$ cat src/hdl/pfs_defs.svh
/*
  Constants for the pixel fail-safe supervisor: register offsets,
  field positions, reset values and the mode encodings.
  Assumes it is included by its bare name from every design file.
*/
// Summary of operation
// (RULE1) Any latched fault flag puts the device into a fail-safe mode.
// (RULE2) The host leaves fail-safe by reading the status register at 0x10.
// (RULE3) A dimming error or timeout alone selects the OTP fail-safe mode.
// (RULE4) On a timeout the switches take the fail-safe pattern from OTP.
// (RULE5) With OTP not programmed, a timeout turns every switch off.
// (RULE6) After the timeout clears, the switches keep their present state.
// (RULE7) A dimming error alone leaves the switch operation unchanged.
// (RULE8) A hardware fault selects the open fail-safe mode, switches off.
// (RULE9) When hardware faults clear, switches reload from register 0x00.
// (RULE10) Hardware faults outrank application faults, so open mode wins.
// (RULE11) After reset the OTP bits pick config, normal or no-CRC mode.
// (RULE12) An unprogrammed device starts in configuration mode.
// (RULE13) The host computes dimming values and then sends map-enable.
// (RULE14) The host polls all status flags and refreshes within the watchdog.
// (RULE15) A flag clears after a status read once its cause is gone.
`ifndef PFS_DEFS_SVH
`define PFS_DEFS_SVH

// ---------------------------------------------------------------------
// Register map
// ---------------------------------------------------------------------
`define PFS_ADDR_W        8
`define PFS_DATA_W        24
`define PFS_OFS_SWITCH    8'h00
`define PFS_OFS_STATUS    8'h10
`define PFS_SWITCH_RST    24'h000000

// ---------------------------------------------------------------------
// Status register fields
// ---------------------------------------------------------------------
`define PFS_BIT_THERM     0
`define PFS_BIT_PUMPUV    1
`define PFS_BIT_SUPLOW    2
`define PFS_BIT_DIMM      3
`define PFS_BIT_TIMEOUT   4
`define PFS_BIT_FS_OPEN   8
`define PFS_BIT_FS_OTP    9
`define PFS_OPM_LSB       12
`define PFS_NFLAGS        5
`define PFS_NSW           12

// ---------------------------------------------------------------------
// Operating-mode codes
// ---------------------------------------------------------------------
`define PFS_OPM_CONFIG    2'h0
`define PFS_OPM_NORMAL    2'h1
`define PFS_OPM_NOCRC     2'h2

`endif

$ cat src/hdl/pfs_failsafe_ctrl.sv
/*
  Fail-safe supervisor for a twelve-switch pixel controller: fault flags,
  mode choice, switch drive and power-on operating mode.
  Assumes fault inputs and OTP bits are raw pins from other domains and
  that the serial front end supplies single-cycle register strobes.
*/
`timescale 1ns/1ps
`include "pfs_defs.svh"

package pfs_pkg;
  typedef enum logic [2:0] {
    PFS_ST_RUN  = 3'b001,
    PFS_ST_OPEN = 3'b010,
    PFS_ST_OTP  = 3'b100
  } pfs_state_e;
endpackage : pfs_pkg

module pfs_failsafe_ctrl #(
  parameter int NSW = `PFS_NSW
) (
  input  wire logic                   mclk,
  input  wire logic                   rst,
  input  wire logic                   reg_wr,
  input  wire logic                   reg_rd,
  input  wire logic [`PFS_ADDR_W-1:0] reg_addr,
  input  wire logic [`PFS_DATA_W-1:0] reg_wdata,
  output logic      [`PFS_DATA_W-1:0] reg_rdata,
  input  wire logic                   thermal_shutdown_flag,
  input  wire logic                   pump_cap_undervoltage_flag,
  input  wire logic                   supply_low_flag,
  input  wire logic                   dimming_error_flag,
  input  wire logic                   timeout_in,
  input  wire logic                   otp_programmed,
  input  wire logic [1:0]             otp_mode,
  input  wire logic [NSW-1:0]         otp_failsafe_sw,
  output logic      [NSW-1:0]         switch_on,
  output logic      [1:0]             op_mode,
  output logic                        failsafe_open,
  output logic                        failsafe_otp
);

  localparam int NF = `PFS_NFLAGS;

  // ---------------------------------------------------------------------
  // Pin synchronisers
  // ---------------------------------------------------------------------
  logic [NF-1:0]  flt_s1_r;
  logic [NF-1:0]  flt_s2_r;
  logic [NSW+2:0] otp_s1_r;
  logic [NSW+2:0] otp_s2_r;
  logic [NF-1:0]  flt_raw;

  assign flt_raw = {timeout_in, dimming_error_flag, supply_low_flag,
                    pump_cap_undervoltage_flag, thermal_shutdown_flag};

  // Two flops before any logic sees a pin
  always_ff @(posedge mclk) begin
    flt_s1_r <= flt_raw;
    flt_s2_r <= flt_s1_r;
    otp_s1_r <= {otp_programmed, otp_mode, otp_failsafe_sw};
    otp_s2_r <= otp_s1_r;
  end

  // ---------------------------------------------------------------------
  // Sticky fault flags
  // ---------------------------------------------------------------------
  logic [NF-1:0] flag;
  logic          stat_rd;

  assign stat_rd = reg_rd && (reg_addr == `PFS_OFS_STATUS); // see (RULE2)

  genvar gi;
  generate
    for (gi = 0; gi < NF; gi++) begin : g_flag
      pfs_flag_latch u_flag (
        .mclk   (mclk),
        .rst    (rst),
        .fault  (flt_s2_r[gi]),
        .rd_clr (stat_rd),
        .flag   (flag[gi])
      );
    end
  endgenerate

  // ---------------------------------------------------------------------
  // Mode selection
  // ---------------------------------------------------------------------
  logic hw_fail;
  logic app_fail;

  // Hardware group outranks application group
  assign hw_fail  = flag[`PFS_BIT_THERM] | flag[`PFS_BIT_PUMPUV] |
                    flag[`PFS_BIT_SUPLOW];                // see (RULE8)
  assign app_fail = flag[`PFS_BIT_DIMM] | flag[`PFS_BIT_TIMEOUT];

  pfs_pkg::pfs_state_e st_r;
  pfs_pkg::pfs_state_e st_nxt;
  logic [NSW-1:0]      sw_r;
  logic [NSW-1:0]      sw_nxt;
  logic [NSW-1:0]      swreg_r;
  logic [NSW-1:0]      swreg_nxt;
  logic                tmo_seen_r;
  logic                tmo_seen_nxt;
  logic [1:0]          opm_r;
  logic [1:0]          opm_nxt;
  logic                boot_r;
  logic                boot_nxt;
  logic                sw_wr;

  assign sw_wr = reg_wr && (reg_addr == `PFS_OFS_SWITCH);

  // Next state, switch drive and host switch register
  always_comb begin
    st_nxt       = st_r;
    sw_nxt       = sw_r;
    swreg_nxt    = swreg_r;
    tmo_seen_nxt = tmo_seen_r;
    opm_nxt      = opm_r;
    boot_nxt     = 1'b0;
    if (boot_r) begin
      if (!otp_s2_r[NSW+2])
        opm_nxt = `PFS_OPM_CONFIG;                        // see (RULE12)
      else if (otp_s2_r[NSW+1:NSW] == `PFS_OPM_NOCRC)
        opm_nxt = `PFS_OPM_NOCRC;                         // see (RULE11)
      else if (otp_s2_r[NSW+1:NSW] == `PFS_OPM_NORMAL)
        opm_nxt = `PFS_OPM_NORMAL;                        // see (RULE11)
      else
        opm_nxt = `PFS_OPM_CONFIG;
    end
    if (sw_wr)
      swreg_nxt = reg_wdata[NSW-1:0];
    if (!flag[`PFS_BIT_TIMEOUT])
      tmo_seen_nxt = 1'b0;
    case (st_r)
      pfs_pkg::PFS_ST_RUN: begin
        if (sw_wr)
          sw_nxt = reg_wdata[NSW-1:0];
        if (hw_fail) begin
          st_nxt = pfs_pkg::PFS_ST_OPEN;                  // see (RULE10)
          sw_nxt = '0;                                    // see (RULE8)
        end else if (app_fail) begin
          st_nxt = pfs_pkg::PFS_ST_OTP;                   // see (RULE3)
        end
      end
      pfs_pkg::PFS_ST_OPEN: begin
        sw_nxt = '0;                                      // see (RULE8)
        if (!hw_fail) begin
          sw_nxt = sw_wr ? reg_wdata[NSW-1:0] : swreg_r;  // see (RULE9)
          st_nxt = app_fail ? pfs_pkg::PFS_ST_OTP : pfs_pkg::PFS_ST_RUN;
        end
      end
      pfs_pkg::PFS_ST_OTP: begin
        if (sw_wr)
          sw_nxt = reg_wdata[NSW-1:0];                    // see (RULE7)
        if (flag[`PFS_BIT_TIMEOUT] && !tmo_seen_r) begin
          tmo_seen_nxt = 1'b1;
          sw_nxt = otp_s2_r[NSW+2] ? otp_s2_r[NSW-1:0]    // see (RULE4)
                                   : '0;                  // see (RULE5)
        end
        if (hw_fail) begin
          st_nxt = pfs_pkg::PFS_ST_OPEN;                  // see (RULE10)
          sw_nxt = '0;
        end else if (!app_fail) begin
          st_nxt = pfs_pkg::PFS_ST_RUN;                   // see (RULE6)
        end
      end
      default: begin
        st_nxt = pfs_pkg::PFS_ST_RUN;
        sw_nxt = '0;
      end
    endcase
    if (st_nxt == pfs_pkg::PFS_ST_RUN && app_fail)
      st_nxt = pfs_pkg::PFS_ST_OTP;                       // see (RULE1)
  end

  // Register supervisor state
  always_ff @(posedge mclk) begin
    if (rst) begin
      st_r       <= pfs_pkg::PFS_ST_RUN;
      sw_r       <= '0;
      swreg_r    <= '0;
      tmo_seen_r <= 1'b0;
      opm_r      <= `PFS_OPM_CONFIG;
      boot_r     <= 1'b1;
    end else begin
      st_r       <= st_nxt;
      sw_r       <= sw_nxt;
      swreg_r    <= swreg_nxt;
      tmo_seen_r <= tmo_seen_nxt;
      opm_r      <= opm_nxt;
      boot_r     <= boot_nxt;
    end
  end

  // ---------------------------------------------------------------------
  // Read data and outputs
  // ---------------------------------------------------------------------
  logic [`PFS_DATA_W-1:0] rdata_r;
  logic [`PFS_DATA_W-1:0] rdata_nxt;

  // Read mux; unmapped offsets read zero
  always_comb begin
    rdata_nxt = rdata_r;
    if (reg_rd) begin
      rdata_nxt = '0;
      if (reg_addr == `PFS_OFS_SWITCH)
        rdata_nxt[NSW-1:0] = swreg_r;
      else if (reg_addr == `PFS_OFS_STATUS) begin
        rdata_nxt[NF-1:0]            = flag;
        rdata_nxt[`PFS_BIT_FS_OPEN]  = (st_r == pfs_pkg::PFS_ST_OPEN);
        rdata_nxt[`PFS_BIT_FS_OTP]   = (st_r == pfs_pkg::PFS_ST_OTP);
        rdata_nxt[`PFS_OPM_LSB+1 -: 2] = opm_r;
      end
    end
  end

  // Register read data
  always_ff @(posedge mclk) begin
    if (rst)
      rdata_r <= '0;
    else
      rdata_r <= rdata_nxt;
  end

  assign reg_rdata     = rdata_r;
  assign switch_on     = sw_r;
  assign op_mode       = opm_r;
  assign failsafe_open = (st_r == pfs_pkg::PFS_ST_OPEN);
  assign failsafe_otp  = (st_r == pfs_pkg::PFS_ST_OTP);

endmodule : pfs_failsafe_ctrl

$ cat src/hdl/pfs_flag_latch.sv
/*
  One sticky fault flag with read-to-clear behaviour.
  Assumes fault is already synchronised to mclk.
*/
`timescale 1ns/1ps
`include "pfs_defs.svh"

module pfs_flag_latch (
  input  wire logic mclk,
  input  wire logic rst,
  input  wire logic fault,
  input  wire logic rd_clr,
  output logic      flag
);

  logic flag_r;
  logic flag_nxt;

  // ---------------------------------------------------------------------
  // Set wins over clear; clear needs a read and a vanished cause
  // ---------------------------------------------------------------------
  always_comb begin
    flag_nxt = flag_r;
    if (fault)
      flag_nxt = 1'b1;
    else if (rd_clr)
      flag_nxt = 1'b0;                     // see (RULE15)
  end

  // Register the flag
  always_ff @(posedge mclk) begin
    if (rst)
      flag_r <= 1'b0;
    else
      flag_r <= flag_nxt;
  end

  assign flag = flag_r;

endmodule : pfs_flag_latch

$ cat config.mk
export PLATFORM = sky130hd
export DESIGN_NAME = pfs_failsafe_ctrl
export DESIGN_NICKNAME = d
export VERILOG_FILES = /design/src/hdl/pfs_failsafe_ctrl.sv /design/src/hdl/pfs_flag_latch.sv
export VERILOG_INCLUDE_DIRS = /design/src /design/src/hdl
export SDC_FILE = /design/constraint.sdc
export NUM_CORES = 1
export LEC_CHECK = 0
export ABC_AREA = 1
export ABC_CLOCK_PERIOD_IN_PS = 2600
export BUFFER_PORTS_ARGS = -buffer_cell sky130_fd_sc_hd__buf_2
export CAP_MARGIN = 25
export CORE_UTILIZATION = 50
export CTS_CLUSTER_SIZE = 24
export DETAILED_ROUTE_END_ITERATION = 8
export PLACE_DENSITY = 0.81
export SYNTH_ARGS = -nofsm -noshare
export SYNTH_HDL_FRONTEND = slang
export SYNTH_HIERARCHICAL = 1
export SYNTH_SLANG_ARGS = --single-unit
$ cat constraint.sdc
create_clock -name mclk -period 2.6 [get_ports mclk]
set_input_delay 0.39 -clock mclk [delete_from_list [all_inputs] [get_ports mclk]]
set_output_delay 0.39 -clock mclk [all_outputs]
set_load 0.005 [all_outputs]
; ---- After elaboration in Yosys (flattened, before gate mapping)
; Index checks and enable logic that the tools add are counted.
[classes]
n_reduce_logical = 12
bitwise = 3
mux = 37
eq_ne = 7
[op_table]
columns = operator, n
row1 = two-way mux 12 bit, 7
row2 = case mux 12 bit (3 select lines), 1
row3 = two-way mux 3 bit, 8
row4 = two-way mux 2 bit, 7
row5 = two-way mux 1 bit, 11
row6 = two-way mux 5 bit, 2
row7 = nonzero test 2 bit, 5
row8 = case mux 3 bit (3 select lines), 1
row9 = == test 8 x 5 -> 1 bit (second input constant), 1
row10 = zero test 8 bit, 1
row11 = == test 3 x 1 -> 1 bit (second input constant), 2
row12 = logical AND 1 bit, 4
row13 = == test 3 x 2 -> 1 bit (second input constant), 1
row14 = == test 3 bit (second input constant), 1
row15 = bitwise OR 1 bit, 3
row16 = == test 2 x 1 -> 1 bit (second input constant), 1
row17 = == test 2 bit (second input constant), 1
row18 = OR reduction 2 bit, 1
row19 = zero test 1 bit, 1
[totals]
inputBits = 56
wordCells = 76
reg_bits = 90
output_inout_bits = 40

; ---- Longest topological paths before layout
[logic_depth]
depth_word = 7
mapped_depth = 10
mapped_depth_nobuf = 9

; ---- Hierarchy
; The synthesis kept the hierarchy.
[modules_own_cells]
columns = mod, instances, seq_area_each_um2, area_per_inst_um2, cells_each
row1 = pfs_failsafe_ctrl, 1, 1701.6, 3179.3, 400
row2 = pfs_flag_latch, 5, 20.0, 40.0, 5

; ---- Least setup slack after synthesis
; Ideal clock, no wire load.
[synth_timing]
kind = input to register
startpoint = input port reg_addr[3]
endpoint = register sw_r[10], in the netlist switch_on[10]
n_path_buf = 1
arrival_ns = 1.255
slack_ns = 1.236
required_ns = 2.491
setup_ns = 0.109
path_stages = 9
path_cell_list = nor2_2 > nand2_2 > nor2_8 > buf_6 > nand3_1 > nand3_1 > nand3_1 > nand2_1 > inv_1
[synth_between]
elab_chain_len = 6
word_cells_on_any_way = 9
cone_classes = mux: 7 / reduce/logical: 2
[synth_lines]
columns = item, line
row1 = start: declaration, pfs_failsafe_ctrl.sv:25  ; input wire logic [`PFS_ADDR_W-1:0] reg_addr,
row2 = zero test 8 bit (no source line) (*), n/a
row3 = logical AND 1 bit (*), pfs_failsafe_ctrl.sv:110  ; assign sw_wr = reg_wr && (reg_addr == `PFS_OFS_SWITCH);
row4 = two-way mux 12 bit (3 in series), n/a
row5 = case mux 12 bit (3 select lines) (*), pfs_failsafe_ctrl.sv:134  ; case (st_r)
row6 = end signal: assignment, pfs_failsafe_ctrl.sv:187  ; sw_r <= sw_nxt;
row7 = end: declaration, pfs_failsafe_ctrl.sv:98  ; logic [NSW-1:0] sw_r;
; Mark *: on every way between the ends. The rest lies on a longest branch, timed or not.
; A chain may end at the register's enable or synchronous reset.

; ---- Worst setup path after layout
[layout_timing]
startpoint = register st_r[0]
endpoint = output port failsafe_open
[layout_between]
elab_chain_len = 1
[layout_lines]
columns = item, line
row1 = start: declaration, pfs_failsafe_ctrl.sv:96  ; pfs_pkg::pfs_state_e st_r;
row2 = start signal: assignment, pfs_failsafe_ctrl.sv:179  ; st_r <= pfs_pkg::PFS_ST_RUN;
row3 = start signal: assignment, pfs_failsafe_ctrl.sv:186  ; st_r <= st_nxt;
row4 = == test 3 x 2 -> 1 bit, pfs_failsafe_ctrl.sv:228  ; assign failsafe_open = (st_r == pfs_pkg::PFS_ST_OPEN);
row5 = end: declaration, pfs_failsafe_ctrl.sv:38  ; output logic failsafe_open,
; Every way passes these cells.

==> flow_metrics.py <==
metrics = {
    "floorplan": {
        "core_sq_um": 6420,
        "rows": 29,
        "start_util": 0.526,
        "dieHeight_um": 84.2,
        "ios": 96,
        "die-area_sq_um": 7090,
        "fp.dieW_um": 84.2,
    },
    "critical_path": {
        "timing.rr.end": "switch_on[5]",
        "path_max_fanout": 14,
        "max_stage_delay_ps": 390,
        "startpoint_type": "register",
        "endpoint_kind": "output pin",
        "cp_slowest_cell": "inv_1",
        "crit_family": "buffers and inverters",
        "arrival_ps": 1470,
        "path_depth": 4,
        "crit_start": "st_r[0]",
        "ff2ff_setup_slack_ps": 1000,
        "critical_path_class": "reg2out",
        "critPathBufInv": 3,
        "path_cells": "inv_2 -> nand3_1 -> inv_1 -> buf_2",
        "r2r_cells": 7,
        "critPathRequiredTime_ps": 2210,
        "crit-reg2reg-launch": "st_r[1]",
        "cp-endpoint": "failsafe_open",
    },
    "placed_design": {
        "dp_cells": 564,
        "gp_congestion": 0.812,
        "io_buffers": 73,
        "placed_area_sq_um": 3740,
        "dp_hpwl_um": 4770,
    },
    "sta": {
        "setup_viol": 0,
        "period_share": 0.714,
        "tightest_slew_ps": 602,
        "fin_tns_setup_ps": 0,
        "rsz0062_at_grt": "no",
        "max_slew_margin": 0.599,
        "period_minus_slack_ps": 1860,
        "slew_viol_final": 0,
        "clock_skew_ps": 12.7,
        "final_hold_viol_count": 0,
        "max_freq_mhz": 538,
    },
    "clocking": {
        "numCtsBuffers": 9,
        "clock-sinks": 90,
        "cts_resized": 0,
        "cts_hold_buf": 0,
        "clk_pin_slew_ps": 90,
        "cts_buffer_depth": 2,
        "ctsRootBufferMaster": "clkbuf_8",
        "cts_tree": "built",
        "cts_setup_buffers": 0,
        "htreeDepth": 3,
        "clk_latency_ps": 350,
    },
    "global_routing": {
        "grt_usage": 0.205,
        "grt_pass1_wl_um": 11300,
        "overflow": 0,
        "grt_max_degree": 30,
        "antenna_found_initial": 0,
        "grt_pass1_vias": 2545,
    },
    "routing": {
        "routed_via_density": 4.78,
        "drc_errors": 14,
        "wire_per_inst_um": 11.9,
        "routed_wl_um": 6910,
        "vias": 2771,
        "drt_iter0_markers": 223,
        "postRouteAntennaNets": 0,
        "drtPass1Iterations": 7,
    },
    "yosys": {
        "ys_types": 24,
        "yosysWarningCount": 6,
        "ys_seq_area_frac": 0.533,
        "ys_ff_latch": 90,
        "syn_avg_cell_area_sq_um": 7.95,
        "syn_area_sq_um": 3380,
        "syn_inst": 425,
    },
    "finish": {
        "stdcell_area_sq_um": 3950,
        "drive_above_1_share": 0.235,
        "finalNonFillerCells": 580,
        "n_antenna_cell": 0,
        "areaGrowthSynthToFinish_pct": 16.7,
        "fin_nets": 554,
        "fillers": 578,
    },
    "power_and_ir_drop": {
        "p_leak_nw": 2.12,
        "vdd_ir_drop_max_mv": 0.444,
        "power_density_nw_per_um2": 659,
    },
    "outcome": {
        "violations": "design-rule violations",
        "status": "finished with violations",
    },
    "min_path": {
        "min_path_type": "in2reg",
        "hold_start": "otp_failsafe_sw[6]",
    },
    "job": {
        "drv_cap": 0,
    },
}
## how the worst min path moves through the flow
stage	to	slack, ps	cells after the start
finish	otp_s1_r[6]	130	1
global route	otp_s1_r[13]	110	1
CTS	otp_s1_r[6]	120	1
detailed placement	otp_s2_r[13]	310	0
global placement	otp_s2_r[3]	310	0
floorplan	flt_s2_r[0]	310	0
## Yosys cell counts
| master | count | area, sq um |
|---|---|---|
| a21o_1 | 3 | 22.5 |
| nand3_2 | 7 | 70.1 |
| o21ai_2 | 1 | 8.76 |
| nand2_2 | 9 | 56.3 |
| dfxtp_1 | 90 | 1800 |
| o21ai_0 | 16 | 80.1 |
| clkbuf_1 | 3 | 11.3 |
| nand4_1 | 1 | 6.26 |
| a21oi_1 | 16 | 80.1 |
| buf_6 | 3 | 33.8 |
| nor2_8 | 1 | 20.0 |
| a21oi_2 | 5 | 43.8 |
| nand2_1 | 81 | 304 |
| buf_2 | 6 | 30.0 |
| inv_1 | 82 | 308 |
| nand3_1 | 53 | 265 |
| nand2_4 | 1 | 11.3 |
| conb_1 | 1 | 3.75 |
| buf_4 | 11 | 82.6 |
| clkinv_1 | 1 | 3.75 |
| inv_2 | 1 | 3.75 |
| nor2_1 | 28 | 105 |
| nor2_2 | 2 | 12.5 |
| nor3_1 | 3 | 15.0 |
## report_power, final
group          internal, mW  switching, mW
clock                 0.476          0.476
combinational        0.0670          0.126
sequential             1.43         0.0225
## metal layers
| metal | part of all wire | wire (um) | vias up | global-route usage |
|---|---|---|---|---|
| li1 | - | - | 1421 | - |
| met1 | 0.45 | 3110 | 1254 | 0.246 |
| met2 | 0.48 | 3300 | 86 | 0.353 |
| met3 | 0.055 | 381 | 10 | 0.0374 |
| met4 | 0.018 | 123 | 0 | 0.102 |
| met5 | 0 | 0 | - | 0 |
## sequential cells by signal, summed over array words and instances (netlist names)
signal / count
otp_s1_r: 15
otp_s2_r: 15
reg_rdata: 14
switch_on: 12
swreg_r: 12
flt_s1_r: 5
flt_s2_r: 5
g_flag.u_flag/flag: 5
st_r: 3
op_mode: 2
boot_r: 1
tmo_seen_r: 1
## cell families (layout without fill, tap and decap cells)
family / after synthesis / count (layout) / share of synthesized area
simple gates: 186 / 186 / 0.256
buf+inv: 107 / 176 / 0.140
flops: 90 / 90 / 0.533
compound gates: 41 / 41 / 0.0696
other cells: 1 / 10 / 0.00111
## per-stage QoR
step	util	total power [mW]	worst slack, ps	hold slack, ps
6_report	0.614	2.60	742	129
5_1_grt	0.614	2.71	635	111
4_1_cts	0.614	2.62	731	118
3_5_place_dp	0.582	1.68	778	312
3_3_place_gp	0.582	1.67	832	310
2_1_floorplan	-	1.61	1240	310
## cell usage in the layout, fill, tap and decap left out
cell type / count
inv_1: 82
bufinv_16: 1
nand3_2: 7
clkinv_1: 1
clkinvlp_4: 1
a21oi_1: 16
clkbuf_1: 1
clkinv_4: 3
nand4_1: 1
nand3_1: 53
inv_2: 1
conb_1: 10
nor2_1: 28
dfxtp_1: 90
nor2_2: 2
nand2_2: 9
clkbuf_8: 10
nor3_1: 3
buf_4: 3
nor2_8: 1
buf_2: 73
o21ai_2: 1
a21o_1: 3
nand2_1: 81
a21oi_2: 5
o21ai_0: 16
nand2_4: 1
## worst register-to-register path, stage by stage (launching register included)
cell and delay, ps:
dfxtp_1 320, inv_1 90, nand3_1 200, o21ai_2 550, nand3_1 160, nand3_1 110
nand2_1 50, inv_1 70
## final cells by class
class,count,area (sq um),area share
Sequential cell,90,1800,0.457
Multi-Input combinational cell,237,1140,0.289
Timing Repair Buffer,76,388,0.0983
Inverter,84,315,0.0799
Clock buffer,11,141,0.0358
Tap cell,77,96.3,0.0244
Clock inverter,5,63.8,0.0162
(Power assumes the default switching activity.)
